### src/rtl/adc_aux_params.svh
// constants for the auxiliary digital functions block
// assumes a 40 MHz system clock and the mode register layout given below
`ifndef ADC_AUX_PARAMS_SVH
`define ADC_AUX_PARAMS_SVH

`define CLK_PERIOD_NS        25
`define CLK_FREQ_MHZ         40
`define MODE_REG_OFFSET      8'h01
`define MODE_REG_RESET       16'h0000
`define MODE_DELAY_LSB       8
`define MODE_DELAY_MSB       10
`define CRC_POLY             8'h07
`define FAULT_FUNC_GP_OUT    2'b11
`define DOUT_REVERT_NS       10
`define DOUT_REVERT_CYCLES   ((`DOUT_REVERT_NS + `CLK_PERIOD_NS - 1) / `CLK_PERIOD_NS)
`define DELAY_US_0           0
`define DELAY_US_1           4
`define DELAY_US_2           16
`define DELAY_US_3           40
`define DELAY_US_4           100
`define DELAY_US_5           200
`define DELAY_US_6           500
`define DELAY_US_7           1000

`endif

### src/rtl/adc_aux_pkg.sv
// types shared by the auxiliary digital functions block
// no surroundings assumed
package adc_aux_pkg;
   typedef enum logic [1:0] {
      CONV_IDLE  = 2'b00,
      CONV_HOLD  = 2'b01,
      CONV_DELAY = 2'b10,
      CONV_RUN   = 2'b11
   } conv_state_t;

   typedef enum logic [1:0] {
      DOUT_READY  = 2'b00,
      DOUT_DATA   = 2'b01,
      DOUT_REVERT = 2'b10
   } dout_state_t;
endpackage

### src/rtl/adc_aux_functions.sv
// auxiliary digital functions of a sigma-delta converter's control logic
// assumes control bits come from the serial register file as plain levels
//
// What this block does
// polynomial checksum: remainder of message times 2^8 divided by 100000111
// xor checksum: xor of all message bytes gives eight bits
// two aux pins, each enabled as input or output by its own bit
// aux pin as input: level shows in its level bit
// aux pin as output: pin driven to its level bit
// fault function 11 with sync select clear: shared pin is an output following fault pin level
// external mux timing: aux outputs change only at conversion start
// mode register bits 10:8 pick one of eight delays, zero to 1 ms
// nonzero delay without hiding lengthens each conversion by the delay
// hidden delay under half conversion keeps conversion time, fewer averages
// hiding only below 100 kSPS, four listed rates absorb nothing
// results 24 bits, or rounded to 16 bits with short width set
// data-out pin: ready when idle, data in read, ready shortly after
// data-out reset set: read data held until chip select rises
// sync select: shared pin resets modulator and filter, setup kept
// controller holds sync low at least one master clock period
// sync falling edge resets filter, held while sync stays low
// after sync rises, device leaves reset next edge and samples
// several devices: controller raises sync on a master clock edge
// single channel: sync rise starts conversion, ready falls when settled
// controller drives sync low before next conversion start
// write checksum covers command byte then eight to 24 data bits
// aux inputs and sync pass a two-stage synchroniser
`timescale 1ns/1ps
`include "adc_aux_params.svh"
module adc_aux_functions
   import adc_aux_pkg::*;
#(
   parameter int unsigned US_CYCLES = `CLK_FREQ_MHZ
) (
   // clock and reset
   input  wire logic        i_clk_sys,
   input  wire logic        i_reset,
   // register contents
   input  wire logic [15:0] i_converter_mode_control,
   input  wire logic        i_aux0_input_enable,
   input  wire logic        i_aux1_input_enable,
   input  wire logic        i_aux0_output_enable,
   input  wire logic        i_aux1_output_enable,
   input  wire logic        i_aux0_level_bit,
   input  wire logic        i_aux1_level_bit,
   input  wire logic [1:0]  i_fault_func,
   input  wire logic        i_fault_pin_level,
   input  wire logic        i_sync_select,
   input  wire logic        i_external_mux_timing,
   input  wire logic        i_short_result_width,
   input  wire logic        i_dout_reset,
   input  wire logic        i_hide_delay,
   input  wire logic        i_sinc_combined,
   input  wire logic [23:0] i_rate_sps,
   input  wire logic [23:0] i_conv_cycles,
   // conversion core
   input  wire logic        i_conv_start,
   input  wire logic [23:0] i_raw_result,
   // checksum request
   input  wire logic        i_crc_go,
   input  wire logic        i_crc_use_xor,
   input  wire logic [31:0] i_crc_msg,
   input  wire logic [2:0]  i_crc_bytes,
   // serial read path
   input  wire logic        i_cs_n,
   input  wire logic        i_read_active,
   input  wire logic        i_read_bit,
   input  wire logic        i_read_done,
   // pins
   input  wire logic [1:0]  i_aux_pin,
   input  wire logic        i_sync_fault_pin,
   output logic [1:0]       o_aux_pin_out,
   output logic [1:0]       o_aux_pin_oe,
   output logic             o_sync_fault_out,
   output logic             o_sync_fault_oe,
   output logic             o_dout_rdy_n,
   // status back to the register file
   output logic [1:0]       o_aux_level_read,
   output logic             o_filter_reset,
   output logic             o_avg_trimmed,
   output logic [23:0]      o_result,
   output logic             o_result_valid,
   output logic [7:0]       o_checksum,
   output logic             o_checksum_valid
);
   ////////////////////////////////////////////////////////////////////////////
   // synchronisers and pin directions
   logic [1:0] aux_meta_reg, aux_sync_reg, in_en, out_en, level_bits;
   logic [1:0] aux_out_reg, aux_out_next, aux_read_reg, aux_read_next;
   logic       sync_meta_reg, sync_reg, sync_prev_reg;
   assign in_en      = {i_aux1_input_enable, i_aux0_input_enable};
   assign out_en     = {i_aux1_output_enable, i_aux0_output_enable};
   assign level_bits = {i_aux1_level_bit, i_aux0_level_bit};
   genvar g;
   generate
      for (g = 0; g < 2; g++) begin : g_aux
         always_ff @(posedge i_clk_sys or posedge i_reset) begin
            if (i_reset) begin
               aux_meta_reg[g] <= 1'b0;
               aux_sync_reg[g] <= 1'b0;
            end else begin
               aux_meta_reg[g] <= i_aux_pin[g];
               aux_sync_reg[g] <= aux_meta_reg[g];
            end
         end
      end
   endgenerate
   always_ff @(posedge i_clk_sys or posedge i_reset) begin
      if (i_reset) begin
         sync_meta_reg <= 1'b1;
         sync_reg      <= 1'b1;
         sync_prev_reg <= 1'b1;
      end else begin
         sync_meta_reg <= i_sync_fault_pin;
         sync_reg      <= sync_meta_reg;
         sync_prev_reg <= sync_reg;
      end
   end

   ////////////////////////////////////////////////////////////////////////////
   // conversion sequencing: sync hold, pre-sample delay, run
   conv_state_t conv_state_reg, conv_state_next;
   logic [31:0] count_reg, count_next, delay_cycles, conv_len;
   logic [9:0]  delay_us;
   logic        rate_ok, hide_ok, trimmed_reg, trimmed_next, sync_fall, sync_rise, start;
   logic [23:0] result_reg, result_next;
   logic        valid_reg, valid_next, rdy_reg, rdy_next;
   logic [16:0] rounded;
   always_comb begin
      unique case (i_converter_mode_control[`MODE_DELAY_MSB:`MODE_DELAY_LSB])
         3'd0: delay_us = 10'(`DELAY_US_0);
         3'd1: delay_us = 10'(`DELAY_US_1);
         3'd2: delay_us = 10'(`DELAY_US_2);
         3'd3: delay_us = 10'(`DELAY_US_3);
         3'd4: delay_us = 10'(`DELAY_US_4);
         3'd5: delay_us = 10'(`DELAY_US_5);
         3'd6: delay_us = 10'(`DELAY_US_6);
         3'd7: delay_us = 10'(`DELAY_US_7);
      endcase
   end
   assign delay_cycles = 32'(delay_us) * US_CYCLES;
   assign rate_ok = (i_rate_sps < 24'd100000) && (i_rate_sps != 24'd3975) && (i_rate_sps != 24'd599)
                    && (i_rate_sps != 24'd500) && (i_rate_sps != 24'd167);
   assign hide_ok = i_hide_delay && i_sinc_combined && rate_ok
                    && ((delay_cycles << 1) < 32'(i_conv_cycles));
   assign conv_len = hide_ok ? 32'(i_conv_cycles) - delay_cycles : 32'(i_conv_cycles);
   assign sync_fall = i_sync_select && sync_prev_reg && !sync_reg;
   assign sync_rise = i_sync_select && !sync_prev_reg && sync_reg;
   assign start     = i_conv_start || sync_rise;
   assign rounded   = (&i_raw_result[23:8]) ? {1'b0, i_raw_result[23:8]}
                      : 17'(i_raw_result[23:8]) + 17'(i_raw_result[7]);
   always_comb begin
      conv_state_next = conv_state_reg;
      count_next      = count_reg;
      trimmed_next    = trimmed_reg;
      result_next     = result_reg;
      valid_next      = 1'b0;
      rdy_next        = rdy_reg;
      if (i_read_done) begin
         rdy_next = 1'b1;
      end
      if (sync_fall || (i_sync_select && !sync_reg)) begin
         conv_state_next = CONV_HOLD;
         rdy_next        = 1'b1;
      end else begin
         unique case (conv_state_reg)
            CONV_IDLE, CONV_HOLD: begin
               if (start || conv_state_reg == CONV_HOLD) begin
                  conv_state_next = (delay_cycles != 32'd0) ? CONV_DELAY : CONV_RUN;
                  count_next      = (delay_cycles != 32'd0) ? delay_cycles : conv_len;
                  trimmed_next    = hide_ok && delay_cycles != 32'd0;
                  rdy_next        = 1'b1;
               end
            end
            CONV_DELAY: begin
               if (count_reg <= 32'd1) begin
                  conv_state_next = CONV_RUN;
                  count_next      = conv_len;
               end else begin
                  count_next = count_reg - 32'd1;
               end
            end
            CONV_RUN: begin
               if (count_reg <= 32'd1) begin
                  conv_state_next = CONV_IDLE;
                  result_next     = i_short_result_width ? {8'h00, rounded[15:0]} : i_raw_result;
                  valid_next      = 1'b1;
                  rdy_next        = 1'b0;
               end else begin
                  count_next = count_reg - 32'd1;
               end
            end
         endcase
      end
   end
   always_ff @(posedge i_clk_sys or posedge i_reset) begin
      if (i_reset) begin
         conv_state_reg <= CONV_IDLE;
         count_reg      <= 32'h0000_0000;
         trimmed_reg    <= 1'b0;
         result_reg     <= 24'h00_0000;
         valid_reg      <= 1'b0;
         rdy_reg        <= 1'b1;
      end else begin
         conv_state_reg <= conv_state_next;
         count_reg      <= count_next;
         trimmed_reg    <= trimmed_next;
         result_reg     <= result_next;
         valid_reg      <= valid_next;
         rdy_reg        <= rdy_next;
      end
   end
   ////////////////////////////////////////////////////////////////////////////
   // aux and shared pin outputs
   logic sf_out_reg, sf_oe_reg, filt_reg, conv_begin;
   assign conv_begin = (conv_state_reg == CONV_IDLE || conv_state_reg == CONV_HOLD)
                       && (conv_state_next == CONV_DELAY || conv_state_next == CONV_RUN);
   always_comb begin
      aux_out_next  = aux_out_reg;
      aux_read_next = aux_read_reg;
      if (!i_external_mux_timing || conv_begin) begin
         aux_out_next = level_bits;
      end
      for (int i = 0; i < 2; i++) begin
         if (in_en[i]) begin
            aux_read_next[i] = aux_sync_reg[i];
         end else begin
            aux_read_next[i] = level_bits[i];
         end
      end
   end
   always_ff @(posedge i_clk_sys or posedge i_reset) begin
      if (i_reset) begin
         aux_out_reg  <= 2'b00;
         aux_read_reg <= 2'b00;
         o_aux_pin_oe <= 2'b00;
         sf_out_reg   <= 1'b0;
         sf_oe_reg    <= 1'b0;
         filt_reg     <= 1'b0;
      end else begin
         aux_out_reg  <= aux_out_next;
         aux_read_reg <= aux_read_next;
         o_aux_pin_oe <= out_en & ~in_en;
         sf_out_reg   <= i_fault_pin_level;
         sf_oe_reg    <= !i_sync_select && (i_fault_func == `FAULT_FUNC_GP_OUT);
         filt_reg     <= conv_state_next == CONV_HOLD;
      end
   end

   ////////////////////////////////////////////////////////////////////////////
   // data-out / ready pin
   dout_state_t dout_state_reg, dout_state_next;
   logic [7:0]  revert_reg, revert_next;
   logic        dout_reg, dout_next;
   always_comb begin
      dout_state_next = dout_state_reg;
      revert_next     = revert_reg;
      dout_next       = dout_reg;
      unique case (dout_state_reg)
         DOUT_READY: begin
            dout_next = rdy_next || i_cs_n;
            if (i_read_active) begin
               dout_state_next = DOUT_DATA;
               dout_next       = i_read_bit;
            end
         end
         DOUT_DATA: begin
            if (i_read_active) begin
               dout_next = i_read_bit;
            end else begin
               dout_state_next = DOUT_REVERT;
               revert_next     = 8'(`DOUT_REVERT_CYCLES);
            end
         end
         DOUT_REVERT: begin
            if (i_dout_reset ? i_cs_n : (revert_reg <= 8'd1)) begin
               dout_state_next = DOUT_READY;
               dout_next       = rdy_next || i_cs_n;
            end else begin
               revert_next = revert_reg - 8'd1;
            end
         end
         default: begin
            dout_state_next = DOUT_READY;
         end
      endcase
   end
   always_ff @(posedge i_clk_sys or posedge i_reset) begin
      if (i_reset) begin
         dout_state_reg <= DOUT_READY;
         revert_reg     <= 8'h00;
         dout_reg       <= 1'b1;
      end else begin
         dout_state_reg <= dout_state_next;
         revert_reg     <= revert_next;
         dout_reg       <= dout_next;
      end
   end

   ////////////////////////////////////////////////////////////////////////////
   // checksum: command byte first, message msb-aligned in i_crc_msg
   function automatic logic [7:0] crc_of(input logic [31:0] msg, input logic [2:0] nbytes);
      logic [7:0] c;
      c = 8'h00;
      for (int b = 31; b >= 0; b--) begin
         if (b >= 32 - 8 * int'(nbytes)) c = {c[6:0], 1'b0} ^ ((c[7] ^ msg[b]) ? `CRC_POLY : 8'h00);
      end
      return c;
   endfunction
   function automatic logic [7:0] xor_of(input logic [31:0] msg, input logic [2:0] nbytes);
      logic [7:0] x;
      x = 8'h00;
      for (int k = 0; k < 4; k++) begin
         if (k < int'(nbytes)) x = x ^ msg[31 - 8 * k -: 8];
      end
      return x;
   endfunction
   logic [7:0] sum_reg, sum_next;
   logic       sum_valid_reg;
   always_comb begin
      sum_next = sum_reg;
      if (i_crc_go) begin
         sum_next = i_crc_use_xor ? xor_of(i_crc_msg, i_crc_bytes) : crc_of(i_crc_msg, i_crc_bytes);
      end
   end
   always_ff @(posedge i_clk_sys or posedge i_reset) begin
      if (i_reset) begin
         sum_reg       <= 8'h00;
         sum_valid_reg <= 1'b0;
      end else begin
         sum_reg       <= sum_next;
         sum_valid_reg <= i_crc_go;
      end
   end
   ////////////////////////////////////////////////////////////////////////////
   // outputs, all from flip-flops
   assign {o_aux_pin_out, o_aux_level_read, o_sync_fault_out, o_sync_fault_oe, o_dout_rdy_n, o_filter_reset} =
          {aux_out_reg, aux_read_reg, sf_out_reg, sf_oe_reg, dout_reg, filt_reg};
   assign {o_avg_trimmed, o_result, o_result_valid, o_checksum, o_checksum_valid} =
          {trimmed_reg, result_reg, valid_reg, sum_reg, sum_valid_reg};
endmodule

### config.mk
export PLATFORM = sky130hd
export DESIGN_NAME = adc_aux_functions
export DESIGN_NICKNAME = d
export VERILOG_FILES = /design/src/rtl/adc_aux_pkg.sv /design/src/rtl/adc_aux_functions.sv
export VERILOG_INCLUDE_DIRS = /design/src /design/src/rtl
export SDC_FILE = /design/constraint.sdc
export NUM_CORES = 1
export LEC_CHECK = 0
export BUFFER_PORTS_ARGS = -buffer_cell sky130_fd_sc_hd__buf_2
export CORE_ASPECT_RATIO = 0.5
export CORE_MARGIN = 2
export CORE_UTILIZATION = 40
export DETAILED_ROUTE_END_ITERATION = 10
export PLACE_DENSITY = 0.65
export SYNTH_ARGS = -nofsm -noshare
export SYNTH_HDL_FRONTEND = slang
export SYNTH_SLANG_ARGS = --single-unit
### constraint.sdc
create_clock -name i_clk_sys -period 4.4 [get_ports i_clk_sys]
set_clock_uncertainty 0.05 [all_clocks]
set_input_delay 0.88 -clock i_clk_sys [delete_from_list [all_inputs] [get_ports i_clk_sys]]
set_output_delay 0.88 -clock i_clk_sys [all_outputs]
set_load 0.005 [all_outputs]
**Word-level counts from Yosys, hierarchy flattened**

Memory sizes are Yosys's and may differ from the RTL's.
Index checks and enable logic that the tools add are counted.

- Memories kept: 1
- Input bits: 150
- Output and inout bits: 45
- Flip-flop bits (word level): 97
- Bits in read-only memories: 64
- Logic and storage cells: 337

Memory list:

| memory | words | width | read ports | clocked after memory_dff | write ports | line | text |
|---|---|---|---|---|---|---|---|
| (name not given) | 8 | 8 | 1 | 0 | 0 | adc_aux_functions.sv:130 | `` unique case (i_converter_mode_control[`MODE_DELAY_MSB:`MODE_DELAY_LSB]) `` |

- $lt $le $gt $ge: 40
- Multiplexer cells: 139
- Multipliers: 1
- $add $sub $neg: 5
- Reduce and logical (&&, ||, !) cells: 39
- Bitwise gates (word level): 68
- Equal/unequal tests: 20

Operators by type and width:

| cell | count |
|---|---|
| 8-bit 2-to-1 mux | 72 |
| 8-bit by 3-bit XOR with 8-bit output | 31 |
| 32-bit 2-to-1 mux | 5 |
| 6-bit by 7-bit >= comparator with 1-bit output (first input constant) | 16 |
| 3-bit 2-to-1 mux | 33 |
| 32-bit one-hot mux with 3 select lines | 1 |
| 5-bit by 7-bit >= comparator with 1-bit output (first input constant) | 8 |
| 32-bit by 1-bit <= comparator with 1-bit output (second input constant) | 1 |
| 32-bit nonzero test | 1 |
| 32-bit by 1-bit subtractor with 32-bit output (second input constant) | 1 |
| 1-bit XOR | 31 |
| 4-bit by 7-bit >= comparator with 1-bit output (first input constant) | 4 |
| 24-bit by 16-bit subtractor with 25-bit output | 1 |
| 17-bit by 24-bit less-than comparator with 1-bit output | 1 |
| 24-bit by 17-bit less-than comparator with 1-bit output (second input constant) | 1 |
| 24-bit 2-to-1 mux | 1 |
| 24-bit by 10-bit != test with 1-bit output (second input constant) | 1 |
| 24-bit by 12-bit != test with 1-bit output (second input constant) | 1 |
| 24-bit by 8-bit != test with 1-bit output (second input constant) | 1 |
| 24-bit by 9-bit != test with 1-bit output (second input constant) | 1 |
| 8-bit XOR | 3 |
| 3-bit AND reduction | 6 |
| 16-bit by 1-bit adder with 16-bit output | 1 |
| 16-bit 2-to-1 mux | 1 |
| other kinds (29) | 89 |

**Logic depth before layout (Yosys ltp)**

Gate-level depths: netlist (run 1).

- Depth after elaboration: 159
- Depth in mapped cells: 23

**Least setup slack after synthesis (run 1)**

OpenSTA, ideal clock, no wires.

- Path kind: input-to-reg
- Start: in i_crc_bytes[1]
- End: reg sum_reg[5], in the netlist o_checksum[5]
- Stages on the path: 20
- Path buffers: 3
- Data required time: 4,204 ps
- Setup slack: -803 ps
- Arrival: 5,007 ps
- Cell sequence: buf_2 > inv_1 > ha_1 > buf_2 > nor4b_1 > buf_2 > or4_1 > a211o_1 > a31o_1 > and2_4 > or4_1 > nand3_1 > xnor2_1 > xor2_1 > a311o_1 > xor2_1 > xnor2_2 > xnor2_1 > a2111oi_1 > a311oi_1

- Cells in the longest elaborated chain, start to end: 105

Ends and longest elaborated chain:

| item | line | text |
|---|---|---|
| start: declaration | adc_aux_functions.sv:63 | `input wire logic [2:0] i_crc_bytes,` |
| 6-bit by 6-bit subtractor with 7-bit output | adc_aux_functions.sv:306 | `` if (b >= 32 - 8 * int'(nbytes)) c = {c[6:0], 1'b0} ^ ((c[7] ^ msg[b]) ? `CRC_POLY : 8'h00); `` |
| 6-bit by 7-bit >= comparator with 1-bit output | adc_aux_functions.sv:306 |  |
| 3-bit 2-to-1 mux | adc_aux_functions.sv:306 |  |
| 8-bit 2-to-1 mux | adc_aux_functions.sv:322 | `if (i_crc_go) begin` |
| 8-bit by 3-bit XOR with 8-bit output | adc_aux_functions.sv:306 |  |
| 8-bit 2-to-1 mux | adc_aux_functions.sv:306 |  |
| 8-bit 2-to-1 mux | adc_aux_functions.sv:322 |  |
| 8-bit by 3-bit XOR with 8-bit output | adc_aux_functions.sv:306 |  |
| [89 not listed] | n/a |  |
| 8-bit 2-to-1 mux | adc_aux_functions.sv:306 |  |
| 8-bit 2-to-1 mux | adc_aux_functions.sv:322 |  |
| 8-bit by 3-bit XOR with 8-bit output | adc_aux_functions.sv:306 |  |
| 8-bit 2-to-1 mux | adc_aux_functions.sv:306 |  |
| 8-bit 2-to-1 mux | adc_aux_functions.sv:322 |  |
| 8-bit by 3-bit XOR with 8-bit output | adc_aux_functions.sv:306 |  |
| 8-bit 2-to-1 mux | adc_aux_functions.sv:306 |  |
| 8-bit 2-to-1 mux (*) | adc_aux_functions.sv:323 | `sum_next = i_crc_use_xor ? xor_of(i_crc_msg, i_crc_bytes) : crc_of(i_crc_msg, i_crc_bytes);` |
| end signal: assignment | adc_aux_functions.sv:331 | `sum_reg <= sum_next;` |
| end: declaration | adc_aux_functions.sv:318 | `logic [7:0] sum_reg, sum_next;` |

Every way passes the cells marked *; elsewhere a longest branch is shown, timed or not. The select of a mux whose other input is x is not followed.
A chain may end at the register's enable or synchronous reset.

**Worst setup path in the final report (run 1)**

- Start: in i_crc_bytes[0]
- End: reg sum_reg[7], in the netlist o_checksum[7]

- Cells in the longest elaborated chain, start to end: 105

Ends and longest elaborated chain:

| item | line |
|---|---|
| 6-bit by 6-bit subtractor with 7-bit output | adc_aux_functions.sv:306 |
| 6-bit by 7-bit >= comparator with 1-bit output | adc_aux_functions.sv:306 |
| 3-bit 2-to-1 mux | adc_aux_functions.sv:306 |
| 8-bit 2-to-1 mux | adc_aux_functions.sv:322 |
| 8-bit by 3-bit XOR with 8-bit output | adc_aux_functions.sv:306 |
| 8-bit 2-to-1 mux | adc_aux_functions.sv:306 |
| 8-bit 2-to-1 mux | adc_aux_functions.sv:322 |
| 8-bit by 3-bit XOR with 8-bit output | adc_aux_functions.sv:306 |
| [89 not listed] | n/a |
| 8-bit 2-to-1 mux | adc_aux_functions.sv:306 |
| 8-bit 2-to-1 mux | adc_aux_functions.sv:322 |
| 8-bit by 3-bit XOR with 8-bit output | adc_aux_functions.sv:306 |
| 8-bit 2-to-1 mux | adc_aux_functions.sv:306 |
| 8-bit 2-to-1 mux | adc_aux_functions.sv:322 |
| 8-bit by 3-bit XOR with 8-bit output | adc_aux_functions.sv:306 |
| 8-bit 2-to-1 mux | adc_aux_functions.sv:306 |
| 8-bit 2-to-1 mux (*) | adc_aux_functions.sv:323 |

Marks and branches as above.

==> results.sh, run 1 <==
export IMPL_die_height_um=114
export IMPL_yosys_register_bits=97
export IMPL_post_drt_via_cell_ratio=5.48
export IMPL_yosys_warnings=0
export IMPL_crit_chain="buf_8 -> inv_4 -> ha_4 -> nor4b_4 -> buf_4 -> or4_4 -> a211o_1 -> a31o_1 -> and2_4 -> or4_4 -> nand3_4 -> xnor2_4 -> xnor2_2 -> o211ai_1 -> xor2_2 -> buf_6 -> xnor2_4 -> nand2_1 -> or4_4 -> a41oi_2"
export IMPL_period_share_pct=106
export IMPL_synth_simple_area_share_pct=24.7
export IMPL_drt_initial_drc_count=789
export IMPL_num_rows=40
export IMPL_clock_fmax_mhz=214
export IMPL_power_mw=5.06
export IMPL_antenna_found_initial=0
export IMPL_hold_viol_final=0
export IMPL_antenna_cells=0
export IMPL_seq_area_frac_synth_pct=25.0
export IMPL_cp_start_kind="primary input"
export IMPL_cts_hold_fix_buffers=0
export IMPL_die_w_um=225
export IMPL_portBuffers=181
export IMPL_ys_async_sr_fraction_pct=100
export IMPL_holdPathStages=0
export IMPL_layout_drive_gt1_share_pct=34.8
export IMPL_tritoncts="built"
export IMPL_setup_violations=8
export IMPL_routed_wl_mm=31.0
export IMPL_synth_top_family_by_area="simple AND/OR/NAND/NOR gates"
export IMPL_synth_edf_count=0
export IMPL_reg2reg_slack_ns=0.82
export IMPL_antenna_left=0
export IMPL_die_area_um2=25700
export IMPL_critPathMaxFanout=4
export IMPL_drcViolationCount=0
export IMPL_setup_worst_path_end_class="register"
export IMPL_p_per_area_nw_per_um2=372
export IMPL_routedWlPerCell_um=16.1
export IMPL_vdd_drop_max_uv=189
export IMPL_core_area_um2=24000
export IMPL_crit_type="primary input to register"
export IMPL_initial_core_util_pct=40.6
export IMPL_path_clk_slew_ns=0.07
export IMPL_grt_max_degree=43
export IMPL_finalSetupTns_ns=-1.73
export IMPL_ys_flop_type="dfrtp_1"
export IMPL_synth_adder_area_share_pct=6.55
export IMPL_critical_path_required_ns=4.62
export IMPL_syn_area_per_cell_um2=7.70
export IMPL_synth_area_um2=9740
export IMPL_final_seq_area_um2=2430
export IMPL_layout_common_cells="buf_4, buf_2, nand2_1"
export IMPL_root_buffer="clkbuf_16"
export IMPL_outcome="complete, but fails checks"
export IMPL_grt_first_pass_wirelength_mm=49.8
export IMPL_layout_min_cycle_time_ns=4.68
export IMPL_post_layout_nonfiller_instances=1931
export IMPL_cap_violations=0
export IMPL_violations="setup timing"
export IMPL_layout_nets=1813
export IMPL_post_route_cell_area_um2=13600
export IMPL_hold_slack_ns=0.297
export IMPL_grt_usage_pct=23.5
export IMPL_slowest_stage="or4_4"
export IMPL_synthMuxAreaShare_pct=2.26
export IMPL_p_leak_nw=6.41
export IMPL_hold_class="register to register"
export IMPL_dr_pass1_iters=5
export IMPL_largest_reg_flops=32
export IMPL_dpl_cell_area_um2=12400
export IMPL_cts_made_buffers=9
export IMPL_synth_xor_area_share_pct=13.9
export IMPL_rsz0062_at_grt="yes"
export IMPL_layout_setup_ws_ns=-0.278
export IMPL_relSlewSlack_pct=49.7
export IMPL_fillers=2173
export IMPL_crit_top_cell="or4_4"
export IMPL_dp_hpwl_mm=23.9
export IMPL_clkSinkCount=97
export IMPL_crit_arrival_ns=4.90
export IMPL_overflow=0
export IMPL_dp_slack_ns=-0.805
export IMPL_final_common_cell="buf_4"
export IMPL_utilization_pct=56.8
export IMPL_synth_compound_area_share_pct=22.8
export IMPL_r2r_cells=10
export IMPL_multi_input_area_um2=7630
export IMPL_routed_via_count=10600
export IMPL_syn_nets=1466
export IMPL_area_growth_pct=39.7
export IMPL_final_max_slew_violation_count=0
export IMPL_slowest_delay_ns=0.55
export IMPL_ios=195
export IMPL_clkLatencyLatePin_ns=0.34
export IMPL_dp_cells=1881
export IMPL_synthCells=1265
export IMPL_grt_pass1_vias=10200
export IMPL_worst_slew_pin_slew_ns=0.752
export IMPL_cts_max_level=3
export IMPL_place_gp_congestion=0.886
export IMPL_cts_path_max_buffers=2
export IMPL_synth_distinct_cells=77
-- metal layers --
layer	wire [um]	share of wire [%]	track usage, %
met1	14200	46	31.4
met2	15000	48	41.2
met3	1270	4.1	2.64
met4	477	1.5	5.56
met5	0	0	0
-- cell usage after synthesis, types with 5 or more instances --
library cell | count | share of area, %
nand2_1 | 146 | 5.6
nor2_1 | 128 | 4.9
o21ai_0 | 122 | 6.3
dfrtp_1 | 92 | 24
a21oi_1 | 76 | 3.9
xnor2_1 | 63 | 5.7
inv_1 | 54 | 2.1
ha_1 | 51 | 6.6
clkbuf_1 | 48 | 1.8
nor3_1 | 43 | 2.2
xor2_1 | 42 | 3.8
nand3_1 | 30 | 1.5
nor4_1 | 22 | 1.4
or3_1 | 21 | 1.3
nand2b_1 | 18 | 1.2
a21o_1 | 15 | 1.2
nand3b_1 | 15 | 1.2
a31oi_1 | 13 | 0.83
mux2i_1 | 13 | 1.3
nand4_1 | 13 | 0.83
nor2b_1 | 13 | 0.83
xnor3_1 | 13 | 3.0
o21a_1 | 12 | 0.92
a211oi_1 | 10 | 0.77
a22oi_1 | 10 | 0.77
buf_2 | 9 | 0.46
o22ai_1 | 9 | 0.58
or4_1 | 9 | 0.69
a221oi_1 | 8 | 0.72
and3_1 | 8 | 0.51
mux2_2 | 8 | 0.92
o31ai_1 | 8 | 0.62
and2_1 | 7 | 0.45
o21ai_1 | 7 | 0.36
a22o_1 | 6 | 0.54
or2_2 | 6 | 0.39
dfstp_2 | 5 | 1.3
-- worst max-delay path, delay by kind of cell --
kind / cells / cell delay [ns]
AO/OA/AOI/OAI: 4 / 0.98
XOR/XNOR: 4 / 0.55
adder cells (fa/ha/maj): 1 / 0.15
buffers and inverters: 4 / 0.43
AND/OR/NAND/NOR: 7 / 1.89
-- worst paths after layout --
path | start | endpoint
worst max-delay path | i_crc_bytes[0] | o_checksum[7]
worst min-delay path | aux_meta_reg[1] | aux_sync_reg[1]
worst max register to register | count_reg[6] | count_reg[31]
worst min register to register | aux_meta_reg[1] | aux_sync_reg[1]
max in group asynchronous | i_reset | o_result[3]
min in group asynchronous | i_reset | conv_state_reg[0]
-- layout make-up --
| class | count | area share, % |
|---|---|---|
| sequential | 97 | 17.9 |
| clock buffer | 13 | 1.84 |
| inverter | 55 | 1.61 |
| clock inverter | 2 | 0.285 |
| multi-input combinational | 1050 | 56.1 |
| tap | 315 | 2.90 |
| timing repair buffer | 399 | 19.4 |
-- cell families (layout without fill, tap and decap cells) --
logic type	count (synthesis)	in the layout
DFF	97	97
buffers and inverters	118	469
xor gates and xnor gates	125	125
adders and majority gates	51	51
muxes	21	21
AOI/OAI and AO/OA	356	356
and+or+nand+nor	497	497
-- where the power goes --
group          leakage [nW]  internal, mW  switching (mW)
combinational          5.02          1.56            1.54
sequential             1.25          1.04           0.130
clock                 0.140         0.455           0.331
total                  6.41          3.06            2.00
-- repair_timing --
action | 4_1_cts | 5_1_grt
buffers inserted | 16 | 19
endpoints found under the setup margin | 11 | 35
pin swaps | 46 | 61
resized for setup | 61 | 91
Power figures use the tool's default switching activity.
==> run 2: changes to the inputs <==
--- a/config.mk
+++ b/config.mk
@@ -6,12 +6,14 @@
 export SDC_FILE = /design/constraint.sdc
 export NUM_CORES = 1
 export LEC_CHECK = 0
+export ABC_AREA = 1
 export BUFFER_PORTS_ARGS = -buffer_cell sky130_fd_sc_hd__buf_2
 export CORE_ASPECT_RATIO = 0.5
 export CORE_MARGIN = 2
 export CORE_UTILIZATION = 40
 export DETAILED_ROUTE_END_ITERATION = 10
 export PLACE_DENSITY = 0.65
+export SKIP_CTS_REPAIR_TIMING = 1
 export SYNTH_ARGS = -nofsm -noshare
 export SYNTH_HDL_FRONTEND = slang
 export SYNTH_SLANG_ARGS = --single-unit
==> run 2 against run 1 <==
Effect of this change: the run now ends clean; non-clock buffer count decreased by 75; area after synthesis increased by 0.32%; sequential share of layout area increased by 0.81 points; worst hold slack improved by 0.0087 ns; fmax increased by 6.7%; critical path depth increased by 7; combinational power decreased by 33%; first-iteration DRC count decreased by 21%; routed wire length decreased by 4.8%; worst setup slack improved by 0.29 ns; core utilization decreased by 2.5 points.
==> results.sh, run 2 <==
export IMPL_synth_distinct_cells=55
export IMPL_cp_start_kind="primary input"
export IMPL_die_w_um=225
export IMPL_critical_path_required_ns=4.59
export IMPL_yosys_warnings=0
export IMPL_clkSinkCount=97
export IMPL_grt_first_pass_wirelength_mm=47.0
export IMPL_area_growth_pct=33.2
export IMPL_syn_nets=1729
export IMPL_path_clk_slew_ns=0.07
export IMPL_synth_edf_count=0
export IMPL_post_drt_via_cell_ratio=5.08
export IMPL_hold_slack_ns=0.305
export IMPL_die_height_um=115
export IMPL_p_leak_nw=6.79
export IMPL_rsz0062_at_grt="yes"
export IMPL_portBuffers=181
export IMPL_outcome="complete, no violations"
export IMPL_dr_pass1_iters=5
export IMPL_tritoncts="built"
export IMPL_cap_violations=0
export IMPL_syn_area_per_cell_um2=6.40
export IMPL_fillers=2400
export IMPL_overflow=0
export IMPL_synth_top_area_share_pct=23.6
export IMPL_antenna_left=0
export IMPL_synthCells=1528
export IMPL_synth_most_common_cell="nand2_1"
export IMPL_routed_via_count=11000
export IMPL_worst_slew_pin_slew_ns=0.913
export IMPL_yosys_register_bits=97
export IMPL_vdd_drop_max_uv=228
export IMPL_hold_class="register to register"
export IMPL_ys_top_cells_by_area="dfrtp_1, nand2_1, nand3_1, inv_1, ha_1"
export IMPL_place_gp_congestion=0.893
export IMPL_clock_fmax_mhz=228
export IMPL_seq_area_frac_synth_pct=24.9
export IMPL_cts_made_buffers=9
export IMPL_drt_initial_drc_count=620
export IMPL_final_common_cell="nand2_1"
export IMPL_p_per_area_nw_per_um2=314
export IMPL_root_buffer="clkbuf_16"
export IMPL_largest_reg_flops=32
export IMPL_critPathMaxFanout=4
export IMPL_hold_viol_final=0
export IMPL_ys_flop_type="dfrtp_1"
export IMPL_num_rows=40
export IMPL_ys_async_sr_fraction_pct=100
export IMPL_initial_core_util_pct=40.8
export IMPL_setup_worst_path_end_class="register"
export IMPL_crit_arrival_ns=4.57
export IMPL_grt_max_degree=73
export IMPL_layout_nets=2035
export IMPL_power_mw=4.09
export IMPL_drcViolationCount=0
export IMPL_layout_min_cycle_time_ns=4.38
export IMPL_setup_violations=0
export IMPL_ios=195
export IMPL_grt_pass1_vias=9831
export IMPL_grt_usage_pct=22.4
export IMPL_die_area_um2=25800
export IMPL_core_area_um2=24000
export IMPL_cts_path_max_buffers=2
export IMPL_crit_type="primary input to register"
export IMPL_yosysTopAreaCell="dfrtp_1"
export IMPL_dp_hpwl_mm=23.3
export IMPL_relSlewSlack_pct=39.1
export IMPL_routed_wl_mm=29.5
export IMPL_synth_area_um2=9770
export IMPL_layout_drive_gt1_share_pct=30.1
export IMPL_clkLatencyLatePin_ns=0.35
export IMPL_layout_common_cells="nand2_1, inv_1, buf_2"
export IMPL_cts_max_level=3
export IMPL_final_max_slew_violation_count=0
export IMPL_routedWlPerCell_um=13.7
export IMPL_period_share_pct=99.6
export IMPL_antenna_found_initial=3
export IMPL_ys_top_cells_by_count="nand2_1, inv_1, nand3_1, nor2_1"
## run 2: cells by family (layout without fill, tap and decap cells)
family          Yosys count  count (layout)  synth area share, %
compound gates          260             260                 16.0
flops                    97              97                 24.9
buf+inv                 238             548                 9.55
xor+xnor                 50              50                 4.48
simple gates            832             833                 38.6
fa+ha+maj                51              51                 6.53
other cells               0               2                    0
## run 2: final timing paths
check,from,end,slack (ns),cells past startpoint
min,aux_meta_reg[0],aux_sync_reg[0],0.31,0
min reg2reg,aux_meta_reg[0],aux_sync_reg[0],0.31,0
max in group asynchronous,i_reset,sync_reg,2.80,3
min in group asynchronous,i_reset,aux_meta_reg[0],0.66,2
max reg2reg,count_reg[2],count_reg[30],0.65,20
max,i_converter_mode_control[9],count_reg[23],0.02,27
## run 2: final cells by class
cell class | count | area (um2) | share of cell area (%)
inverters | 208 | 793 | 6.09
clock buffers | 10 | 239 | 1.84
well taps | 315 | 394 | 3.03
diodes | 2 | 5.00 | 0.0384
repair buffers | 324 | 2050 | 15.8
multi-input cells | 1194 | 7030 | 54.0
clock inverters | 6 | 66.3 | 0.509
flip-flops and latches | 97 | 2430 | 18.7
## run 2: per-layer routing
metal / GRT usage (%) / share of wire [%]
met1: 29.3 / 46
met2: 39.3 / 49
met3: 3.36 / 3.8
met4: 4.68 / 1.2
met5: 0 / 0.044
## run 2: report_power, final
group          total, mW  internal (mW)  switching, mW
clock network      0.814          0.459          0.356
logic               2.09          0.869           1.22
registers           1.18           1.05          0.132
## run 2: critical path, cell delays in order
cell	delay, ns
buf_8	0.11
inv_4	0.05
nor2_2	0.04
ha_2	0.17
or2_4	0.25
ha_4	0.15
nand2_2	0.05
inv_2	0.04
nand2_2	0.06
a21oi_2	0.05
or2_4	0.26
a21oi_4	0.17
o21bai_4	0.09
a21o_1	0.19
nand2_2	0.07
inv_1	0.05
ha_2	0.16
nand3_2	0.07
nand4_1	0.09
nor4b_2	0.32
nand3_2	0.16
a311oi_2	0.35
nand2_2	0.14
nor4_4	0.25
buf_4	0.15
a21oi_2	0.06
a2bb2oi_2	0.15
## run 2: through the flow
stage          TNS, ns  util, %  area, um2  setup WS, ns  cells
2_1_floorplan        0        -       9810        0.0168   1528
3_3_place_gp     -4.74     49.8      11900        -0.391   2123
3_5_place_dp     -6.35     49.8      11900        -0.452   2123
4_1_cts         -0.468     51.1      12200       -0.0824   2139
5_1_grt          -2.63     54.3      13000        -0.272   2155
6_report             0     54.3      13000        0.0165   2156
